--- src/hw/bipc_pkg.sv ---
package bipc_pkg;

	////////////////////////////////////////////////////////////////////////////////
	// Data RAM addresses of the port registers
	localparam logic [7:0] ADDR_FUNC_SEL_B   = 8'h24;
	localparam logic [7:0] ADDR_LOW_DRV_EN   = 8'h2C;
	localparam logic [7:0] ADDR_HIGH_DRV_EN  = 8'h2D;
	localparam logic [7:0] ADDR_NIB_DRV_EN0  = 8'h30;
	localparam logic [7:0] ADDR_MISC_CTRL    = 8'h0C;

	////////////////////////////////////////////////////////////////////////////////
	// Field positions and reset values
	localparam int         FSEL_STOP_BIT     = 3;
	localparam int         FSEL_IRQ_BIT      = 0;
	localparam int         MISC_SO_MODE_BIT  = 2;
	localparam int         MISC_PULLUP_BIT   = 3;
	localparam int         HIGH_DRV_USED     = 2;
	localparam logic [3:0] REG_RESET         = 4'h0;
	localparam logic       LATCH_RESET       = 1'b1;

	////////////////////////////////////////////////////////////////////////////////
	// Pin groups
	localparam int BIT_PINS    = 6;
	localparam int NIB_PORTS   = 4;
	localparam int NIB_WIDTH   = 4;
	localparam int NIB_SO_PORT = 0;
	localparam int NIB_SO_PIN  = 2;

	////////////////////////////////////////////////////////////////////////////////
	// Port instruction codes
	typedef enum logic [2:0] {
		BIPC_OP_NONE   = 3'h0,
		BIPC_OP_SET    = 3'h1,
		BIPC_OP_CLR    = 3'h2,
		BIPC_OP_STORE  = 3'h3,
		BIPC_OP_LOAD   = 3'h4,
		BIPC_OP_TEST   = 3'h5
	} bipc_op_t;

	// Power state
	typedef enum logic [2:0] {
		BIPC_PWR_RUN     = 3'b001,
		BIPC_PWR_STANDBY = 3'b010,
		BIPC_PWR_STOP    = 3'b100
	} bipc_pwr_t;

endpackage : bipc_pkg

--- src/hw/bipc_port_ctrl.sv ---
// What this block does
// RULE1: Serial out pin is push-pull when mode bit 0, open-drain when 1.
// RULE2: Stop entry clears selections, floats all pins, turns pull-ups off.
// RULE3: Halt signal stays high in every low power mode but stop.
// RULE4: Standby holds latches and outputs; running peripherals keep their pins.
// RULE5: Bit port has six pins, each set and tested singly.
// RULE6: Set-bit instructions write latch 1, clear-bit instructions write 0.
// RULE7: Bit test returns the present level of the addressed pin.
// RULE8: Drive enable 0 floats the pin; 1 drives the latch value.
// RULE9: Low enable bits 3..0 map pins 3..0; high bits 1..0 map pins 5..4.
// RULE10: All output latches go to 1 at reset and stop entry.
// RULE11: Function bit 3 gives pin 4 to the stop-release input.
// RULE12: Function bit 0 gives pin 0 to interrupt zero / timer event.
// RULE13: Peripheral selection overrides drive enable on shared pins.
// RULE14: Software should keep unused pins at reset values or assign peripherals.
// RULE15: Nibble group is three 4-bit ports and one 3-bit port.
// RULE16: Nibble store loads a port's latches; nibble load reads its pins.
// RULE17: Each nibble pin drives its latch when its own enable is 1.
// RULE18: Enables sit in data RAM space; latches only via port instructions.
// RULE19: Open-drain pin with enable: latch 0 pulls low, latch 1 floats.
// RULE20: Global pull-up bit 1 turns on pull-ups where latch is 1; the code leaves them off on open-drain pins.
// RULE21: Writes to unused high enable bits 3 and 2 are dropped.
// RULE22: Writes reach the pins at the end of the writing cycle.
`timescale 1ns/10ps
module bipc_port_ctrl #(
	parameter int BIT_PIN_COUNT = bipc_pkg::BIT_PINS,
	parameter int NIB_COUNT     = bipc_pkg::NIB_PORTS
) (
	input  wire logic                    clk,
	input  wire logic                    reset,
	input  wire bipc_pkg::bipc_pwr_t     power_mode,
	input  wire logic                    ram_wr,
	input  wire logic [7:0]              ram_addr,
	input  wire logic [3:0]              ram_wdata,
	input  wire bipc_pkg::bipc_op_t      port_op,
	input  wire logic [3:0]              port_sel,
	input  wire logic [3:0]              port_wdata,
	output logic      [3:0]              port_rdata,
	output logic                         test_bit,
	input  wire logic [5:0]              bitport_in,
	output logic      [5:0]              bitport_out,
	output logic      [5:0]              bitport_oe,
	output logic      [5:0]              bitport_pullup,
	input  wire logic [15:0]             nibble_in,
	output logic      [15:0]             nibble_out,
	output logic      [15:0]             nibble_oe,
	output logic      [15:0]             nibble_pullup,
	input  wire logic [15:0]             nibble_open_drain,
	input  wire logic [15:0]             nibble_periph_sel,
	output logic                         stop_release_input,
	output logic                         external_irq_zero,
	output logic                         internal_halt_n
);
	import bipc_pkg::*;

	////////////////////////////////////////////////////////////////////////////////
	// Registers
	logic [3:0]                 pin_function_select_b_q;
	logic [3:0]                 low_pins_drive_enable_q;
	logic [1:0]                 high_pins_drive_enable_q;
	logic [3:0]                 misc_pin_control_q;
	logic [NIB_WIDTH-1:0]       nibble_port_drive_enable_q [NIB_COUNT];
	logic [BIT_PIN_COUNT-1:0]   pin_output_latch_q;
	logic [BIT_PIN_COUNT-1:0]   pin_output_latch_d;
	logic [3:0]                 port_rdata_q;
	logic                       test_bit_q;
	logic                       stop_prev_q;

	////////////////////////////////////////////////////////////////////////////////
	// Decoding
	wire logic                  in_stop;
	wire logic                  stop_entry;
	wire logic                  wr_fsel;
	wire logic                  wr_low;
	wire logic                  wr_high;
	wire logic                  wr_misc;
	wire logic                  nib_wr_hit;
	wire logic [1:0]            nib_wr_idx;
	wire logic [2:0]            bit_idx;
	wire logic                  bit_valid;
	wire logic                  nib_store;
	wire logic                  nib_load;
	wire logic [1:0]            nib_idx;
	wire logic [BIT_PIN_COUNT-1:0] bitport_drive_enable;
	wire logic [BIT_PIN_COUNT-1:0] bit_periph;
	wire logic                  serial_out_drive_mode;
	wire logic                  global_pullup_enable;
	wire logic                  stop_release_pin_select;
	wire logic                  irq_event_pin_select;

	function automatic logic addr_hit(input logic wr, input logic [7:0] a, input logic [7:0] target);
		addr_hit = wr & (a == target);
	endfunction : addr_hit

	function automatic logic sel_below(input logic [3:0] sel, input int limit);
		sel_below = (sel < 4'(limit));
	endfunction : sel_below

	assign in_stop         = (power_mode == BIPC_PWR_STOP);
	assign stop_entry      = in_stop & ~stop_prev_q;
	assign internal_halt_n = ~in_stop;                                         // see RULE2 RULE3

	assign wr_fsel    = addr_hit(ram_wr, ram_addr, ADDR_FUNC_SEL_B);           // see RULE18
	assign wr_low     = addr_hit(ram_wr, ram_addr, ADDR_LOW_DRV_EN);           // see RULE18
	assign wr_high    = addr_hit(ram_wr, ram_addr, ADDR_HIGH_DRV_EN);          // see RULE18
	assign wr_misc    = addr_hit(ram_wr, ram_addr, ADDR_MISC_CTRL);
	assign nib_wr_hit = ram_wr & (ram_addr[7:2] == ADDR_NIB_DRV_EN0[7:2]);     // see RULE18
	assign nib_wr_idx = ram_addr[1:0];

	assign bit_idx    = port_sel[2:0];
	assign bit_valid  = sel_below(port_sel, BIT_PIN_COUNT);                    // see RULE5
	assign nib_idx    = port_sel[1:0];
	assign nib_store  = (port_op == BIPC_OP_STORE) & sel_below(port_sel, NIB_COUNT) & ~in_stop;
	assign nib_load   = (port_op == BIPC_OP_LOAD) & sel_below(port_sel, NIB_COUNT);

	assign serial_out_drive_mode   = misc_pin_control_q[MISC_SO_MODE_BIT];
	assign global_pullup_enable    = misc_pin_control_q[MISC_PULLUP_BIT];
	assign stop_release_pin_select = pin_function_select_b_q[FSEL_STOP_BIT];
	assign irq_event_pin_select    = pin_function_select_b_q[FSEL_IRQ_BIT];

	assign bitport_drive_enable = {high_pins_drive_enable_q, low_pins_drive_enable_q};   // see RULE9
	assign bit_periph = {1'b0, stop_release_pin_select, 3'b000, irq_event_pin_select};   // see RULE11 RULE12

	// Peripheral inputs see the pin only while selected; idle high otherwise
	assign stop_release_input = stop_release_pin_select ? bitport_in[4] : 1'b1;          // see RULE11
	assign external_irq_zero  = irq_event_pin_select ? bitport_in[0] : 1'b1;             // see RULE12

	////////////////////////////////////////////////////////////////////////////////
	// Register writes; standby holds everything because the CPU issues none
	always_ff @(posedge clk or posedge reset) begin
		if (reset) begin
			pin_function_select_b_q <= REG_RESET;
			low_pins_drive_enable_q <= REG_RESET;
			high_pins_drive_enable_q <= REG_RESET[1:0];
			misc_pin_control_q <= REG_RESET;
		end else if (stop_entry) begin
			pin_function_select_b_q <= REG_RESET;                                // see RULE2
			low_pins_drive_enable_q <= REG_RESET;
			high_pins_drive_enable_q <= REG_RESET[1:0];
			misc_pin_control_q <= REG_RESET;                                     // see RULE2
		end else begin
			if (wr_fsel)
				pin_function_select_b_q <= ram_wdata;                            // see RULE22
			if (wr_low)
				low_pins_drive_enable_q <= ram_wdata;
			if (wr_high)
				high_pins_drive_enable_q <= ram_wdata[HIGH_DRV_USED-1:0];        // see RULE21
			if (wr_misc)
				misc_pin_control_q <= ram_wdata;
		end
	end

	always_ff @(posedge clk or posedge reset) begin
		if (reset) begin
			for (int i = 0; i < NIB_COUNT; i++)
				nibble_port_drive_enable_q[i] <= REG_RESET;
		end else if (stop_entry) begin
			for (int i = 0; i < NIB_COUNT; i++)
				nibble_port_drive_enable_q[i] <= REG_RESET;
		end else if (nib_wr_hit) begin
			nibble_port_drive_enable_q[nib_wr_idx] <= ram_wdata;                // see RULE17
		end
	end

	////////////////////////////////////////////////////////////////////////////////
	// Bit port latches
	always_comb begin
		pin_output_latch_d = pin_output_latch_q;
		if (bit_valid & ~in_stop) begin
			case (port_op)
				BIPC_OP_SET: pin_output_latch_d[bit_idx] = 1'b1;                // see RULE6
				BIPC_OP_CLR: pin_output_latch_d[bit_idx] = 1'b0;                // see RULE6
				default:     pin_output_latch_d = pin_output_latch_q;
			endcase
		end
	end

	always_ff @(posedge clk or posedge reset) begin
		if (reset)
			pin_output_latch_q <= {BIT_PIN_COUNT{LATCH_RESET}};                  // see RULE10
		else if (stop_entry)
			pin_output_latch_q <= {BIT_PIN_COUNT{LATCH_RESET}};                  // see RULE10
		else
			pin_output_latch_q <= pin_output_latch_d;                            // see RULE4
	end

	always_ff @(posedge clk or posedge reset) begin
		if (reset)
			stop_prev_q <= 1'b0;
		else
			stop_prev_q <= in_stop;
	end

	////////////////////////////////////////////////////////////////////////////////
	// Read-back of pin levels
	always_ff @(posedge clk or posedge reset) begin
		if (reset) begin
			test_bit_q   <= 1'b0;
			port_rdata_q <= 4'h0;
		end else begin
			if ((port_op == BIPC_OP_TEST) & bit_valid)
				test_bit_q <= bitport_in[bit_idx];                              // see RULE7
			if (nib_load)
				port_rdata_q <= nibble_in[nib_idx*NIB_WIDTH +: NIB_WIDTH];       // see RULE16
		end
	end

	assign test_bit   = test_bit_q;
	assign port_rdata = port_rdata_q;

	////////////////////////////////////////////////////////////////////////////////
	// Bit port pin cells
	for (genvar g = 0; g < BIT_PIN_COUNT; g++) begin : g_bit
		bipc_pin_cell u_cell (
			.latch      (pin_output_latch_q[g]),
			.drive_en   (bitport_drive_enable[g]),
			.open_drain (1'b0),
			.periph_sel (bit_periph[g]),
			.halt_n     (internal_halt_n),
			.pullup_en  (global_pullup_enable),
			.pin_out    (bitport_out[g]),
			.pin_oe     (bitport_oe[g]),
			.pullup_on  (bitport_pullup[g])
		);
	end

	////////////////////////////////////////////////////////////////////////////////
	// Nibble ports, the last one three pins wide
	for (genvar p = 0; p < NIB_COUNT; p++) begin : g_nib
		wire logic [NIB_WIDTH-1:0] latch;
		bipc_nibble_port #(.WIDTH(NIB_WIDTH)) u_port (
			.clk        (clk),
			.reset      (reset),
			.stop_entry (stop_entry),
			.load       (nib_store & (nib_idx == 2'(p))),
			.load_data  (port_wdata),
			.latch_q    (latch)
		);
		for (genvar b = 0; b < NIB_WIDTH; b++) begin : g_pin
			localparam int  IDX    = p*NIB_WIDTH + b;
			localparam bit  EXISTS = !(p == NIB_COUNT-1 && b == 0);            // see RULE15
			wire logic od;
			wire logic oe_raw;
			wire logic pu_raw;
			assign od = (p == NIB_SO_PORT && b == NIB_SO_PIN) ?
				(nibble_open_drain[IDX] | serial_out_drive_mode) : nibble_open_drain[IDX];  // see RULE1
			bipc_pin_cell u_cell (
				.latch      (latch[b]),
				.drive_en   (nibble_port_drive_enable_q[p][b]),                 // see RULE17
				.open_drain (od),
				.periph_sel (nibble_periph_sel[IDX]),
				.halt_n     (internal_halt_n),
				.pullup_en  (global_pullup_enable),
				.pin_out    (nibble_out[IDX]),
				.pin_oe     (oe_raw),
				.pullup_on  (pu_raw)
			);
			assign nibble_oe[IDX] = oe_raw & EXISTS;
			assign nibble_pullup[IDX] = pu_raw & EXISTS;                        // see RULE15
		end
	end

	////////////////////////////////////////////////////////////////////////////////
	// Checks
	a_halt_stop: assert property (@(posedge clk) disable iff (reset) // see RULE3
		internal_halt_n == !(power_mode == BIPC_PWR_STOP))
		else $error("halt level does not follow stop mode");
	a_stop_float: assert property (@(posedge clk) disable iff (reset) // see RULE2
		in_stop |-> (bitport_oe == 6'h00) && (nibble_oe == 16'h0000) && (bitport_pullup == 6'h00))
		else $error("pin driven during stop");
	a_stop_latch: assert property (@(posedge clk) disable iff (reset) // see RULE10
		stop_entry |=> (pin_output_latch_q == 6'h3F) && (pin_function_select_b_q == 4'h0))
		else $error("stop entry did not restore latches");
	a_set_bit: assert property (@(posedge clk) disable iff (reset) // see RULE6
		(port_op == BIPC_OP_SET) && bit_valid && !in_stop |=> pin_output_latch_q[$past(bit_idx)])
		else $error("set bit did not set latch");
	a_clr_bit: assert property (@(posedge clk) disable iff (reset) // see RULE6
		(port_op == BIPC_OP_CLR) && bit_valid && !in_stop |=> !pin_output_latch_q[$past(bit_idx)])
		else $error("clear bit did not clear latch");
	a_drive_en: assert property (@(posedge clk) disable iff (reset) // see RULE8
		wr_low && !stop_entry && !irq_event_pin_select && !in_stop ##1
		!pin_function_select_b_q[0] && internal_halt_n |-> bitport_oe[0] == $past(ram_wdata[0]))
		else $error("drive enable write not seen on pin");
	a_periph_prio: assert property (@(posedge clk) disable iff (reset) // see RULE13
		stop_release_pin_select |-> !bitport_oe[4] && stop_release_input == bitport_in[4])
		else $error("shared pin still driven");
	a_high_unused: assert property (@(posedge clk) disable iff (reset) // see RULE21
		wr_high && !stop_entry |=> high_pins_drive_enable_q == $past(ram_wdata[1:0]))
		else $error("high enable write wrong");
	a_so_od: assert property (@(posedge clk) disable iff (reset) // see RULE19
		serial_out_drive_mode && nibble_out[2] |-> 1'b0)
		else $error("open-drain serial pin drove high");
	a_oe_low_map: assert property (@(posedge clk) disable iff (reset) // see RULE9
		!in_stop && !bit_periph[1] |-> bitport_oe[1] == low_pins_drive_enable_q[1])
		else $error("low enable bit maps to wrong pin");
	a_oe_high_map: assert property (@(posedge clk) disable iff (reset) // see RULE9
		!in_stop && !bit_periph[5] |-> bitport_oe[5] == high_pins_drive_enable_q[1])
		else $error("high enable bit maps to wrong pin");
	a_drive_out: assert property (@(posedge clk) disable iff (reset) // see RULE8
		bitport_oe[1] |-> bitport_out[1] == pin_output_latch_q[1])
		else $error("driven pin does not show latch");
	a_irq_route: assert property (@(posedge clk) disable iff (reset) // see RULE12
		irq_event_pin_select |-> !bitport_oe[0] && external_irq_zero == bitport_in[0])
		else $error("interrupt pin not routed");
	a_irq_idle: assert property (@(posedge clk) disable iff (reset) // see RULE12
		!irq_event_pin_select |-> external_irq_zero)
		else $error("interrupt input active while deselected");
	a_stop_idle: assert property (@(posedge clk) disable iff (reset) // see RULE11
		!stop_release_pin_select |-> stop_release_input)
		else $error("stop release active while deselected");
	a_pullup_off: assert property (@(posedge clk) disable iff (reset) // see RULE20
		!global_pullup_enable |-> bitport_pullup == 6'h00 && nibble_pullup == 16'h0000)
		else $error("pull-up on while disabled");
	a_pullup_latch: assert property (@(posedge clk) disable iff (reset) // see RULE20
		global_pullup_enable && internal_halt_n |-> bitport_pullup == pin_output_latch_q)
		else $error("pull-up does not follow latch");
	a_pin_missing: assert property (@(posedge clk) disable iff (reset) // see RULE15
		!nibble_oe[(NIB_COUNT-1)*NIB_WIDTH] && !nibble_pullup[(NIB_COUNT-1)*NIB_WIDTH])
		else $error("missing pin of short port active");

	////////////////////////////////////////////////////////////////////////////////
	// Instruction and power mode checks
	a_test_bit: assert property (@(posedge clk) disable iff (reset) // see RULE7
		(port_op == BIPC_OP_TEST) && bit_valid |=> test_bit == $past(bitport_in[bit_idx]))
		else $error("bit test returned wrong level");
	a_nib_load: assert property (@(posedge clk) disable iff (reset) // see RULE16
		nib_load |=> port_rdata == $past(nibble_in[nib_idx*NIB_WIDTH +: NIB_WIDTH]))
		else $error("nibble load returned wrong levels");
	a_stby_hold: assert property (@(posedge clk) disable iff (reset) // see RULE4
		(power_mode == BIPC_PWR_STANDBY) && (port_op == BIPC_OP_NONE) |=> $stable(pin_output_latch_q))
		else $error("latch changed in standby");
	a_stop_hold: assert property (@(posedge clk) disable iff (reset) // see RULE2
		in_stop && !stop_entry |=> $stable(pin_output_latch_q))
		else $error("latch changed in stop");
	a_misc_stop: assert property (@(posedge clk) disable iff (reset) // see RULE2
		stop_entry |=> misc_pin_control_q == REG_RESET && low_pins_drive_enable_q == REG_RESET)
		else $error("stop entry left control bits set");
	a_fsel_write: assert property (@(posedge clk) disable iff (reset) // see RULE22
		wr_fsel && !stop_entry |=> pin_function_select_b_q == $past(ram_wdata))
		else $error("function select write not taken");
	c_stop_entry: cover property (@(posedge clk) disable iff (reset) stop_entry);
	c_nib_store:  cover property (@(posedge clk) disable iff (reset) nib_store);
	c_irq_sel:    cover property (@(posedge clk) disable iff (reset) irq_event_pin_select && !bitport_in[0]);
	c_stby:       cover property (@(posedge clk) disable iff (reset) power_mode == BIPC_PWR_STANDBY);
	c_so_od:      cover property (@(posedge clk) disable iff (reset) serial_out_drive_mode && nibble_oe[2]);

endmodule : bipc_port_ctrl

--- src/hw/bipc_pin_cell.sv ---
`timescale 1ns/10ps
module bipc_pin_cell (
	input  wire logic latch,
	input  wire logic drive_en,
	input  wire logic open_drain,
	input  wire logic periph_sel,
	input  wire logic halt_n,
	input  wire logic pullup_en,
	output logic      pin_out,
	output logic      pin_oe,
	output logic      pullup_on
);
	wire logic own_drive;

	// Peripheral ownership wins over drive enable, halt forces high impedance
	assign own_drive = drive_en & ~periph_sel & halt_n;                       // see RULE8 RULE13 RULE2
	assign pin_out   = open_drain ? 1'b0 : latch;                             // see RULE19
	assign pin_oe    = own_drive & ~(open_drain & latch);                     // see RULE1 RULE19
	assign pullup_on = pullup_en & latch & ~open_drain & halt_n;              // see RULE20 RULE2

endmodule : bipc_pin_cell

--- src/hw/bipc_nibble_port.sv ---
`timescale 1ns/10ps
module bipc_nibble_port #(
	parameter int WIDTH = 4
) (
	input  wire logic             clk,
	input  wire logic             reset,
	input  wire logic             stop_entry,
	input  wire logic             load,
	input  wire logic [WIDTH-1:0] load_data,
	output logic      [WIDTH-1:0] latch_q
);
	import bipc_pkg::*;

	// Whole-nibble output latch, set to ones at reset and stop entry
	always_ff @(posedge clk or posedge reset) begin
		if (reset)
			latch_q <= {WIDTH{LATCH_RESET}};                                  // see RULE10
		else if (stop_entry)
			latch_q <= {WIDTH{LATCH_RESET}};                                  // see RULE10
		else if (load)
			latch_q <= load_data;                                             // see RULE16
	end

endmodule : bipc_nibble_port

--- config.mk ---
export PLATFORM = sky130hd
export DESIGN_NAME = bipc_port_ctrl
export DESIGN_NICKNAME = d
export VERILOG_FILES = /design/src/hw/bipc_pkg.sv /design/src/hw/bipc_port_ctrl.sv /design/src/hw/bipc_pin_cell.sv /design/src/hw/bipc_nibble_port.sv
export SDC_FILE = /design/constraint.sdc
export NUM_CORES = 1
export LEC_CHECK = 0
export CORE_MARGIN = 2
export CORE_UTILIZATION = 50
export DETAILED_ROUTE_END_ITERATION = 8
export DONT_BUFFER_PORTS = 1
export SLEW_MARGIN = 20
export SYNTH_ARGS = -nofsm -noshare
export SYNTH_HDL_FRONTEND = slang
export SYNTH_SLANG_ARGS = --single-unit
--- constraint.sdc ---
create_clock -name clk -period 3.34 [get_ports clk]
set_clock_uncertainty 0.05 [all_clocks]
set_input_delay 0.167 -clock clk [delete_from_list [all_inputs] [get_ports clk]]
set_output_delay 0.167 -clock clk [all_outputs]
set_load 0.02 [all_outputs]
==> run_summary.xml, run 1 <==
<?xml version="1.0" encoding="UTF-8"?>
<metrics>
  <group name="setup_path">
    <metric name="setup.worst_path.class" unit="">in2out</metric>
    <metric name="worst-endpoint-required" unit="ns">3.12</metric>
    <metric name="worstSetupStartpointType" unit="">input port</metric>
    <metric name="critical_path_maximum_fanout" unit="">22</metric>
    <metric name="ff2ff_path_depth" unit="">3</metric>
    <metric name="critical_path.endpoint_type" unit="">output pin</metric>
    <metric name="cp_data_arrival_time" unit="ns">2.02</metric>
  </group>
  <group name="floorplanning">
    <metric name="std_cell_rows" unit="">31</metric>
    <metric name="floorplan.core_area" unit="µm²">7250</metric>
    <metric name="ios" unit="">157</metric>
    <metric name="die_width" unit="µm">90.7</metric>
    <metric name="fp.dieArea" unit="µm²">8230</metric>
    <metric name="initial_utilization" unit="%">51.8</metric>
    <metric name="overall_die_height" unit="µm">90.7</metric>
  </group>
  <group name="yosys">
    <metric name="synth-main-ff-cell" unit="">sky130_fd_sc_hd__dfrtp_1</metric>
    <metric name="synth_cell_type_count" unit="">48</metric>
    <metric name="synth_async_sr_flop_share" unit="%">100</metric>
    <metric name="yosysWarnings" unit="">0</metric>
    <metric name="share_of_the_yosys_chip_area_belonging_to_registers" unit="%">36.0</metric>
    <metric name="synthesized_netlist_cell_count" unit="">384</metric>
    <metric name="postSynthRegisterBits" unit="">53</metric>
    <metric name="netlist_area" unit="µm²">3760</metric>
    <metric name="average_cell_area_after_synthesis" unit="µm²">9.79</metric>
    <metric name="synth_edf_count" unit="">0</metric>
  </group>
  <group name="clock_tree">
    <metric name="worst_setup_hold_path_clk_slew" unit="ns">0.11</metric>
    <metric name="cts_hold_repair.buffers" unit="">11</metric>
    <metric name="clock_tree_from_tritoncts" unit="">yes</metric>
    <metric name="cts_repair_resize_count" unit="">0</metric>
    <metric name="root_buffer" unit="">sky130_fd_sc_hd__clkbuf_8</metric>
    <metric name="clock_latency_late_sink" unit="ns">0.31</metric>
    <metric name="htree_levels" unit="">2</metric>
    <metric name="post_cts_buffers" unit="">0</metric>
    <metric name="numClockSinks" unit="">53</metric>
    <metric name="cts_inserted_buffers" unit="">5</metric>
    <metric name="max-clock-path-buffers" unit="">2</metric>
  </group>
  <group name="min_path">
    <metric name="timing.hold.worst.class" unit="">in2reg</metric>
    <metric name="holdPathStages" unit="">3</metric>
  </group>
  <group name="global_route">
    <metric name="grt_antenna_before_repair" unit="">1</metric>
    <metric name="grtUsageTotal" unit="%">20.0</metric>
    <metric name="pin_count_of_the_biggest_net_entering_global_routing" unit="">54</metric>
    <metric name="grt_remaining_overflow" unit="">0</metric>
    <metric name="wire_length_of_the_first_global_routing_pass" unit="µm">13000</metric>
    <metric name="grt_pass1_vias" unit="">2425</metric>
  </group>
  <group name="sta">
    <metric name="timing.fmax" unit="MHz">446</metric>
    <metric name="rsz_0062_raised_after_global_routing" unit="">false</metric>
    <metric name="relSlewSlack" unit="%">26.3</metric>
    <metric name="hold_viol_final" unit="">0</metric>
    <metric name="worst_slew_pin_slew" unit="ns">1.10</metric>
    <metric name="final_worst_setup_slack" unit="ns">1.10</metric>
    <metric name="fin_crit_sh" unit="%">67.1</metric>
    <metric name="fin_setup_tns" unit="ns">0</metric>
    <metric name="setup_viol_count_final" unit="">0</metric>
    <metric name="report.final.slew_viol_count" unit="">0</metric>
    <metric name="finalWorstPathRequiredPeriod" unit="ns">2.24</metric>
  </group>
  <group name="power">
    <metric name="power.ir.vdd_worst" unit="µV">214</metric>
    <metric name="pwr_density_cell" unit="nW/µm²">357</metric>
    <metric name="power.static_leakage" unit="nW">1.54</metric>
  </group>
  <group name="drt">
    <metric name="vias" unit="">2435</metric>
    <metric name="first_iter_violations" unit="">145</metric>
    <metric name="drc" unit="">0</metric>
    <metric name="finalWirelength" unit="µm">8280</metric>
    <metric name="post_route_ant_nets" unit="">0</metric>
    <metric name="vias_per_cell" unit="">5.72</metric>
    <metric name="drt_pre_antenna_iters" unit="">4</metric>
    <metric name="routed_wire_length_per_instance" unit="µm">19.4</metric>
  </group>
  <group name="placement">
    <metric name="pre_cts_slack" unit="ns">1.27</metric>
    <metric name="half_perimeter_wire_length_of_the_detailed_placement_result" unit="µm">5960</metric>
    <metric name="port_bufs" unit="">0</metric>
    <metric name="gp_routability_congestion" unit="">0.725</metric>
  </group>
  <group name="cells_and_area">
    <metric name="layout_commonest_cell" unit="">sky130_fd_sc_hd__mux2i_1</metric>
    <metric name="layout-drive-gt1-share" unit="%">18.7</metric>
    <metric name="commonest_cells_after_routing_fill_and_taps_aside" unit="">45 x sky130_fd_sc_hd__mux2i_1, 31 x sky130_fd_sc_hd__dfrtp_1, 28 x sky130_fd_sc_hd__nand2_1, 28 x sky130_fd_sc_hd__nor2_1, 22 x sky130_fd_sc_hd__dfstp_2</metric>
    <metric name="fill_cells" unit="">697</metric>
    <metric name="area_growth_syn_to_layout" unit="%">-4.93</metric>
    <metric name="design.final.nets" unit="">408</metric>
  </group>
  <group name="job">
    <metric name="total_of_max_cap_violations" unit="">0</metric>
  </group>
  <group name="run_status">
    <metric name="outcome" unit="">finished, final reports clean</metric>
  </group>
</metrics>
==> power breakdown <==
group | internal [mW] | switching, mW | total, mW
Sequential | 0.680 | 0.0454 | 0.725
Clock | 0.152 | 0.228 | 0.380
Combinational | 0.0678 | 0.102 | 0.169
==> final cells by class <==
cell class / instances / area (µm²) / area share, %
clock inverter: 3 / 25.0 / 0.700
inverter: 16 / 62.6 / 1.75
multi-input combinational: 231 / 1780 / 49.9
clock buffer: 5 / 68.8 / 1.93
timing repair buffer: 18 / 153 / 4.27
tap: 99 / 124 / 3.47
antenna: 1 / 2.50 / 0.0700
sequential: 53 / 1350 / 37.9
==> per-layer routing <==
layer,wire [µm],GRT usage [%],vias to the layer above
li1,-,-,1158
met1,3820,28.6,1172
met2,3950,31.7,99
met3,446,3.67,6
met4,64,4.10,0
met5,0,0,-
==> flip-flops by register name (all words and copies together), names as in the netlist, 2 cells and up <==
signal / count
low_pins_drive_enable_q: 4
nibble_port_drive_enable_q: 15
pin_output_latch_q: 6
port_rdata: 4
high_pins_drive_enable_q: 2
misc_pin_control_q: 2
pin_function_select_b_q: 2
g_nib.u_port.latch_q: 16
==> worst paths after layout <==
check,start,slack (ns),end
max,power_mode[0],1.10,nibble_oe[6]
min,ram_addr[6],0.02,misc_pin_control_q[2]
max reg2reg,stop_prev_q,1.30,nibble_port_drive_enable_q[1]
min reg2reg,nibble_port_drive_enable_q[14],0.48,nibble_port_drive_enable_q[14]
max in group asynchronous,reset,2.42,nibble_port_drive_enable_q[15]
min in group asynchronous,reset,0.38,low_pins_drive_enable_q[3]
==> critical path, cell delays in order <==
cell and delay, ns:
sky130_fd_sc_hd__dlygate4sd3_1 0.58, sky130_fd_sc_hd__nor3b_4 0.08, sky130_fd_sc_hd__buf_4 0.24, sky130_fd_sc_hd__a2111oi_1 0.96
==> kinds of logic after synthesis <==
logic type / count (synthesis) / synth area share (%)
compound gates: 22 / 4.63
mux: 56 / 16.5
buf+inv: 101 / 17.2
flops: 53 / 36.0
simple gates: 150 / 25.3
other cells: 1 / 0.0998
xor+xnor: 1 / 0.233
==> Yosys cell counts, types with 2 or more instances <==
cell type / count / area, µm²
sky130_fd_sc_hd__nand4bb_1: 3 / 33.8
sky130_fd_sc_hd__dfstp_2: 22 / 578
sky130_fd_sc_hd__nor3b_1: 9 / 67.6
sky130_fd_sc_hd__and3_1: 21 / 131
sky130_fd_sc_hd__inv_1: 15 / 56.3
sky130_fd_sc_hd__nor3b_4: 2 / 37.5
sky130_fd_sc_hd__a21oi_1: 3 / 15.0
sky130_fd_sc_hd__nor4_2: 4 / 50.1
sky130_fd_sc_hd__clkbuf_1: 7 / 26.3
sky130_fd_sc_hd__o31ai_1: 2 / 15.0
sky130_fd_sc_hd__nand4b_1: 2 / 17.5
sky130_fd_sc_hd__nand2b_1: 3 / 18.8
sky130_fd_sc_hd__nand3_1: 3 / 15.0
sky130_fd_sc_hd__nor2b_1: 19 / 119
sky130_fd_sc_hd__or4b_1: 3 / 30.0
sky130_fd_sc_hd__nand2_1: 28 / 105
sky130_fd_sc_hd__mux4_2: 4 / 90.1
sky130_fd_sc_hd__and2_1: 4 / 25.0
sky130_fd_sc_hd__buf_4: 66 / 495
sky130_fd_sc_hd__buf_2: 11 / 55.1
sky130_fd_sc_hd__mux2i_1: 45 / 450
sky130_fd_sc_hd__mux2_2: 4 / 45.0
sky130_fd_sc_hd__a2111oi_0: 14 / 123
sky130_fd_sc_hd__nor4_1: 3 / 18.8
sky130_fd_sc_hd__or3b_1: 2 / 17.5
sky130_fd_sc_hd__dfrtp_1: 31 / 776
sky130_fd_sc_hd__nand4_1: 3 / 18.8
sky130_fd_sc_hd__mux2_1: 3 / 33.8
sky130_fd_sc_hd__nor2_1: 28 / 105
sky130_fd_sc_hd__nor4bb_1: 2 / 20.0
==> through the flow <==
stage                     hold WS (ns)  total power, mW  instance area [µm²]  utilization [%]  cells
after global placement           0.209            0.890                 3360             46.3    406
final                           0.0208             1.27                 3570             49.3    426
after CTS                      0.00789             1.29                 3570             49.2    425
after floorplan                  0.266            0.901                 3760                -    385
after global routing            0.0403             1.34                 3570             49.3    426
after detailed placement         0.135            0.893                 3360             46.4    406
Note: power is estimated with default switching activity, not from simulation.
==> inputs of run 2 (changes only) <==
==> constraint.sdc (replaced) <==
create_clock -name clk -period 2.1 [get_ports clk]
set_clock_uncertainty 0.05 [all_clocks]
set_input_delay 0.105 -clock clk [delete_from_list [all_inputs] [get_ports clk]]
set_output_delay 0.105 -clock clk [all_outputs]
set_load 0.02 [all_outputs]
==> run_summary.xml, run 2 (synthesized netlist as in run 1, its figures left out) <==
<?xml version="1.0" encoding="UTF-8"?>
<metrics>
  <group name="sta">
    <metric name="relSlewSlack" unit="%">55.9</metric>
    <metric name="hold_ws" unit="ns">-0.00971</metric>
    <metric name="setup_viol_count_final" unit="">0</metric>
    <metric name="report.final.slew_viol_count" unit="">0</metric>
    <metric name="hold_viol_final" unit="">1</metric>
    <metric name="rsz_0062_raised_after_global_routing" unit="">false</metric>
    <metric name="timing.fmax" unit="MHz">505</metric>
    <metric name="worst_slew_pin_slew" unit="ns">0.661</metric>
    <metric name="fin_crit_sh" unit="%">94.4</metric>
    <metric name="fin_setup_tns" unit="ns">0</metric>
    <metric name="finalWorstPathRequiredPeriod" unit="ns">1.98</metric>
  </group>
  <group name="clock_tree">
    <metric name="htree_levels" unit="">2</metric>
    <metric name="worst_setup_hold_path_clk_slew" unit="ns">0.10</metric>
    <metric name="root_buffer" unit="">sky130_fd_sc_hd__clkbuf_8</metric>
    <metric name="clock_tree_from_tritoncts" unit="">yes</metric>
    <metric name="max-clock-path-buffers" unit="">2</metric>
    <metric name="cts_inserted_buffers" unit="">5</metric>
    <metric name="clock_latency_late_sink" unit="ns">0.31</metric>
    <metric name="numClockSinks" unit="">53</metric>
  </group>
  <group name="run_status">
    <metric name="failed_checks" unit="">hold timing</metric>
    <metric name="outcome" unit="">finished, violations left</metric>
  </group>
  <group name="setup_path">
    <metric name="critical_path.endpoint_type" unit="">register</metric>
    <metric name="cp_data_arrival_time" unit="ns">2.18</metric>
    <metric name="worstSetupStartpointType" unit="">register</metric>
    <metric name="critical_path_maximum_fanout" unit="">29</metric>
    <metric name="delay_of_the_slowest_cell_on_the_worst_path" unit="ns">0.56</metric>
    <metric name="cp_max_stage_cell" unit="">sky130_fd_sc_hd__dlygate4sd3_1</metric>
    <metric name="crit-reg2reg-launch" unit="">stop_prev_q</metric>
    <metric name="r2r_setup_slk" unit="ns">0.12</metric>
    <metric name="setup.worst_path.class" unit="">reg2reg</metric>
    <metric name="cell_by_cell_trace_of_the_critical_path" unit="">nor4b_4 -&gt; buf_12 -&gt; nor3b_1 -&gt; buf_4 -&gt; mux2i_1 -&gt; dlygate4sd3_1</metric>
    <metric name="r2r_end" unit="">pin_output_latch_q[1]</metric>
    <metric name="ff2ff_path_depth" unit="">6</metric>
    <metric name="worst-endpoint-required" unit="ns">2.30</metric>
  </group>
  <group name="global_route">
    <metric name="grt_remaining_overflow" unit="">0</metric>
    <metric name="grtUsageTotal" unit="%">20.8</metric>
    <metric name="grt_antenna_before_repair" unit="">0</metric>
    <metric name="wire_length_of_the_first_global_routing_pass" unit="µm">13500</metric>
    <metric name="grt_pass1_vias" unit="">2553</metric>
    <metric name="pin_count_of_the_biggest_net_entering_global_routing" unit="">30</metric>
  </group>
  <group name="cells_and_area">
    <metric name="fin_area" unit="µm²">3840</metric>
    <metric name="design.final.nets" unit="">437</metric>
    <metric name="fill_cells" unit="">671</metric>
    <metric name="largest_reg_flops" unit="">16</metric>
    <metric name="largestRegisters" unit="">g_nib.u_port.latch_q (16), nibble_port_drive_enable_q (15), pin_output_latch_q (6)</metric>
    <metric name="antennaDiodeCount" unit="">0</metric>
    <metric name="layout_commonest_cell" unit="">sky130_fd_sc_hd__mux2i_1</metric>
    <metric name="max_flop_register" unit="">g_nib.u_port.latch_q</metric>
    <metric name="area_growth_syn_to_layout" unit="%">2.13</metric>
    <metric name="layout-drive-gt1-share" unit="%">22.8</metric>
    <metric name="commonest_cells_after_routing_fill_and_taps_aside" unit="">45 x sky130_fd_sc_hd__mux2i_1, 31 x sky130_fd_sc_hd__dfrtp_1, 28 x sky130_fd_sc_hd__nand2_1, 28 x sky130_fd_sc_hd__nor2_1, 23 x sky130_fd_sc_hd__buf_4</metric>
  </group>
  <group name="placement">
    <metric name="gp_routability_congestion" unit="">0.793</metric>
    <metric name="port_bufs" unit="">0</metric>
    <metric name="placedInstanceArea" unit="µm²">3520</metric>
    <metric name="half_perimeter_wire_length_of_the_detailed_placement_result" unit="µm">6130</metric>
  </group>
  <group name="drt">
    <metric name="drc" unit="">0</metric>
    <metric name="first_iter_violations" unit="">99</metric>
    <metric name="routed_wire_length_per_instance" unit="µm">18.7</metric>
    <metric name="vias_per_cell" unit="">5.69</metric>
    <metric name="post_route_ant_nets" unit="">0</metric>
    <metric name="vias" unit="">2582</metric>
    <metric name="drt_pre_antenna_iters" unit="">4</metric>
    <metric name="finalWirelength" unit="µm">8500</metric>
  </group>
  <group name="floorplanning">
    <metric name="floorplan.core_area" unit="µm²">7250</metric>
    <metric name="std_cell_rows" unit="">31</metric>
    <metric name="die_width" unit="µm">90.7</metric>
    <metric name="ios" unit="">157</metric>
    <metric name="fp.dieArea" unit="µm²">8230</metric>
    <metric name="initial_utilization" unit="%">51.8</metric>
    <metric name="overall_die_height" unit="µm">90.7</metric>
  </group>
  <group name="power">
    <metric name="pwr_density_cell" unit="nW/µm²">553</metric>
    <metric name="power.total" unit="mW">2.12</metric>
    <metric name="power.ir.vdd_worst" unit="µV">243</metric>
    <metric name="power.static_leakage" unit="nW">1.69</metric>
  </group>
  <group name="min_path">
    <metric name="timing.hold.worst_endpoint" unit="">pin_output_latch_q[2]</metric>
    <metric name="timing.hold.worst.start" unit="">port_sel[3]</metric>
    <metric name="timing.hold.worst.class" unit="">in2reg</metric>
    <metric name="holdPathStages" unit="">3</metric>
  </group>
  <group name="job">
    <metric name="total_of_max_cap_violations" unit="">0</metric>
  </group>
</metrics>
run 2: area by class of cell:
| class | instances | area, µm² | share of cell area (%) |
|---|---|---|---|
| Clock inverter | 2 | 16.3 | 0.424 |
| Clock buffer | 6 | 93.8 | 2.44 |
| Timing Repair Buffer | 47 | 403 | 10.5 |
| Multi-Input combinational cell | 231 | 1790 | 46.6 |
| Inverter | 16 | 60.1 | 1.56 |
| Tap cell | 99 | 124 | 3.23 |
| Sequential cell | 53 | 1350 | 35.3 |
run 2: worst max path at each step:
stage                     slack (ns)  cells past startpoint                              to          start
after floorplan                 0.63                      5   nibble_port_drive_enable_q[4]    stop_prev_q
final                           0.12                      6           pin_output_latch_q[1]    stop_prev_q
after global routing            0.02                      6           pin_output_latch_q[1]    stop_prev_q
after CTS                       0.03                      6           pin_output_latch_q[1]  power_mode[0]
after global placement          0.36                      3   nibble_port_drive_enable_q[3]    stop_prev_q
after detailed placement        0.33                      3  nibble_port_drive_enable_q[11]    stop_prev_q
run 2: where the power goes:
group / switching, mW / internal, mW
registers: 0.0716 / 1.08
logic: 0.170 / 0.132
clock network: 0.358 / 0.310
total: 0.600 / 1.52
run 2: metrics by stage:
| step | setup WS [ns] | hold slack (ns) | std cells | utilization (%) |
|---|---|---|---|---|
| 2_1_floorplan | 0.631 | 0.204 | 385 | - |
| 3_3_place_gp | 0.356 | -0.0276 | 426 | 48.6 |
| 3_5_place_dp | 0.329 | -0.0172 | 426 | 48.6 |
| 4_1_cts | 0.0319 | 0.000574 | 452 | 52.6 |
| 5_1_grt | 0.0232 | -0.00460 | 454 | 52.9 |
| 6_report | 0.118 | -0.00971 | 454 | 52.9 |
run 2: worst max-delay path, delay by kind of cell (launching register included):
family	cells	cell delay [ns]
flops	1	0.42
mux	1	0.11
simple gates	2	0.40
buf+inv	3	0.94
run 2: routing by layer:
metal	vias to the layer above	GRT usage, %	part of all wire, %
met4	0	4.10	0.89
met2	104	33.6	49
met3	7	4.26	5.8
met1	1247	29.0	45
li1	1224	-	-
met5	-	0	0
run 2: repair_timing:
item	CTS	global route
gates resized for setup	0	1
hold buffers	18	1
setup endpoints to repair	0	2
hold endpoints to repair	39	1
buffers inserted	0	1
==> inputs of run 3 (changes only) <==
--- a/config.mk
+++ b/config.mk
@@ -5,6 +5,7 @@
 export SDC_FILE = /design/constraint.sdc
 export NUM_CORES = 1
 export LEC_CHECK = 0
+export CORE_ASPECT_RATIO = 2
 export CORE_MARGIN = 2
 export CORE_UTILIZATION = 50
 export DETAILED_ROUTE_END_ITERATION = 8
==> run_summary.xml, run 3 (synthesized netlist as in run 1, its figures left out) <==
<?xml version="1.0" encoding="UTF-8"?>
<metrics>
  <group name="run_status">
    <metric name="outcome" unit="">finished, final reports clean</metric>
  </group>
  <group name="clock_tree">
    <metric name="cts_repair_resize_count" unit="">0</metric>
    <metric name="cts_inserted_buffers" unit="">5</metric>
    <metric name="max-clock-path-buffers" unit="">2</metric>
    <metric name="clock_tree_from_tritoncts" unit="">yes</metric>
    <metric name="root_buffer" unit="">sky130_fd_sc_hd__clkbuf_16</metric>
    <metric name="htree_levels" unit="">2</metric>
    <metric name="numClockSinks" unit="">53</metric>
    <metric name="post_cts_buffers" unit="">0</metric>
    <metric name="worst_setup_hold_path_clk_slew" unit="ns">0.07</metric>
    <metric name="clock_latency_late_sink" unit="ns">0.29</metric>
  </group>
  <group name="power">
    <metric name="power.ir.vdd_worst" unit="µV">447</metric>
    <metric name="power.static_leakage" unit="nW">1.69</metric>
    <metric name="seq_power_share" unit="%">47.9</metric>
    <metric name="power.net_switching" unit="mW">0.612</metric>
    <metric name="clockPowerShare" unit="%">40.1</metric>
    <metric name="switching_share" unit="%">25.4</metric>
    <metric name="pint" unit="mW">1.80</metric>
    <metric name="p_comb_share" unit="%">12.0</metric>
    <metric name="power.total" unit="mW">2.41</metric>
    <metric name="pwr_density_cell" unit="nW/µm²">631</metric>
  </group>
  <group name="setup_path">
    <metric name="delay_of_the_slowest_cell_on_the_worst_path" unit="ns">0.59</metric>
    <metric name="worst-endpoint-required" unit="ns">2.22</metric>
    <metric name="critPathMostFrequentCell" unit="">sky130_fd_sc_hd__dlygate4sd3_1</metric>
    <metric name="cell_by_cell_trace_of_the_critical_path" unit="">dlygate4sd3_1 -&gt; nand2_1 -&gt; dlygate4sd3_1 -&gt; a31oi_1 -&gt; dlygate4sd3_1</metric>
    <metric name="crit_family" unit="">buffers and inverters</metric>
    <metric name="worstSetupStartpointType" unit="">input port</metric>
    <metric name="cp_data_arrival_time" unit="ns">1.93</metric>
    <metric name="critical_path.endpoint_type" unit="">register</metric>
    <metric name="setup.worst_path.class" unit="">in2reg</metric>
    <metric name="cp.buffers_inverters" unit="">3</metric>
    <metric name="cp_max_stage_cell" unit="">sky130_fd_sc_hd__dlygate4sd3_1</metric>
    <metric name="critical_path_maximum_fanout" unit="">16</metric>
  </group>
  <group name="cells_and_area">
    <metric name="antennaDiodeCount" unit="">0</metric>
    <metric name="fin_area" unit="µm²">3820</metric>
    <metric name="layout-drive-gt1-share" unit="%">23.1</metric>
    <metric name="largest_reg_flops" unit="">16</metric>
    <metric name="largestRegisters" unit="">g_nib.u_port.latch_q (16), nibble_port_drive_enable_q (15), pin_output_latch_q (6)</metric>
    <metric name="max_flop_register" unit="">g_nib.u_port.latch_q</metric>
    <metric name="area_growth_syn_to_layout" unit="%">1.56</metric>
    <metric name="design.final.nets" unit="">429</metric>
    <metric name="commonest_cells_after_routing_fill_and_taps_aside" unit="">45 x sky130_fd_sc_hd__mux2i_1, 31 x sky130_fd_sc_hd__dfrtp_1, 28 x sky130_fd_sc_hd__nand2_1, 28 x sky130_fd_sc_hd__nor2_1, 24 x sky130_fd_sc_hd__buf_4</metric>
    <metric name="layout_commonest_cell" unit="">sky130_fd_sc_hd__mux2i_1</metric>
  </group>
  <group name="sta">
    <metric name="fin_setup_tns" unit="ns">0</metric>
    <metric name="worst_slew_pin_slew" unit="ns">0.692</metric>
    <metric name="fin_crit_sh" unit="%">86.3</metric>
    <metric name="finalWorstPathRequiredPeriod" unit="ns">1.81</metric>
    <metric name="final_worst_setup_slack" unit="ns">0.287</metric>
    <metric name="setup_viol_count_final" unit="">0</metric>
    <metric name="hold_viol_final" unit="">0</metric>
    <metric name="rsz_0062_raised_after_global_routing" unit="">false</metric>
    <metric name="timing.fmax" unit="MHz">552</metric>
    <metric name="relSlewSlack" unit="%">53.8</metric>
    <metric name="report.final.slew_viol_count" unit="">0</metric>
  </group>
  <group name="floorplanning">
    <metric name="ios" unit="">157</metric>
    <metric name="floorplan.core_area" unit="µm²">7270</metric>
    <metric name="std_cell_rows" unit="">44</metric>
    <metric name="die_width" unit="µm">65.3</metric>
    <metric name="fp.dieArea" unit="µm²">8270</metric>
    <metric name="overall_die_height" unit="µm">127</metric>
    <metric name="initial_utilization" unit="%">51.7</metric>
  </group>
  <group name="global_route">
    <metric name="grt_remaining_overflow" unit="">0</metric>
    <metric name="wire_length_of_the_first_global_routing_pass" unit="µm">13300</metric>
    <metric name="pin_count_of_the_biggest_net_entering_global_routing" unit="">30</metric>
    <metric name="grt_antenna_before_repair" unit="">0</metric>
    <metric name="grtUsageTotal" unit="%">21.4</metric>
    <metric name="grt_pass1_vias" unit="">2590</metric>
  </group>
  <group name="drt">
    <metric name="drc" unit="">0</metric>
    <metric name="post_route_ant_nets" unit="">0</metric>
    <metric name="first_iter_violations" unit="">101</metric>
    <metric name="finalWirelength" unit="µm">8720</metric>
    <metric name="vias" unit="">2549</metric>
    <metric name="drt_pre_antenna_iters" unit="">4</metric>
    <metric name="routed_wire_length_per_instance" unit="µm">19.9</metric>
    <metric name="vias_per_cell" unit="">5.81</metric>
  </group>
  <group name="placement">
    <metric name="gp_routability_congestion" unit="">0.777</metric>
    <metric name="pre_cts_slack" unit="ns">0.335</metric>
    <metric name="port_bufs" unit="">0</metric>
    <metric name="half_perimeter_wire_length_of_the_detailed_placement_result" unit="µm">6580</metric>
    <metric name="placedInstanceArea" unit="µm²">3520</metric>
  </group>
  <group name="min_path">
    <metric name="timing.hold.worst.class" unit="">in2reg</metric>
  </group>
  <group name="job">
    <metric name="total_of_max_cap_violations" unit="">0</metric>
  </group>
</metrics>
[run 3: power groups by stage]
stage	combinational [mW]	sequential (mW)	clock (mW)
CTS	0.292	1.16	0.998
detailed placement	0.271	1.17	0
floorplan	0.280	1.15	0
global placement	0.266	1.17	0
global route	0.316	1.16	1.03
finish	0.288	1.15	0.966
[run 3: area by class of cell]
type	count	area [µm²]
clock inverter	2	37.5
timing repair buffer	39	330
multi-input combinational	231	1780
inverter	16	60.1
clock buffer	6	139
fill	673	3450
sequential	53	1350
tap	92	115
[run 3: per-stage QoR]
stage                     utilization, %  cells  hold WS [ns]
after CTS                           52.5    439       0.00288
final                               52.5    439       0.00709
after detailed placement            48.5    419        0.0536
after global routing                52.5    439        0.0106
after floorplan                        -    385         0.204
after global placement              48.5    419        0.0444
[run 3: final timing paths]
path | start | to | slack, ns | depth (start not counted)
min | port_wdata[0] | g_nib[0].u_port.latch_q[0] | 0.007 | 2
max in group asynchronous | reset | g_nib[2].u_port.latch_q[0] | 0.95 | 3
max | port_sel[1] | test_bit | 0.29 | 5
min reg2reg | low_pins_drive_enable_q[1] | low_pins_drive_enable_q[1] | 0.48 | 2
min in group asynchronous | reset | stop_prev_q | 0.30 | 2
max reg2reg | stop_prev_q | nibble_port_drive_enable_q[1] | 0.33 | 3
[run 3: layer usage]
| metal | up-vias | part of all wire, % | global-route usage [%] |
|---|---|---|---|
| met5 | - | 0 | 0 |
| met1 | 1237 | 37 | 24.1 |
| met4 | 0 | 2.1 | 7.60 |
| li1 | 1200 | - | - |
| met2 | 103 | 56 | 39.4 |
| met3 | 9 | 5.7 | 3.46 |
[run 3: timing repair]
item	4_1_cts	5_1_grt
hold buffers	12	0
hold endpoints to repair	22	0
setup endpoints to repair	0	0
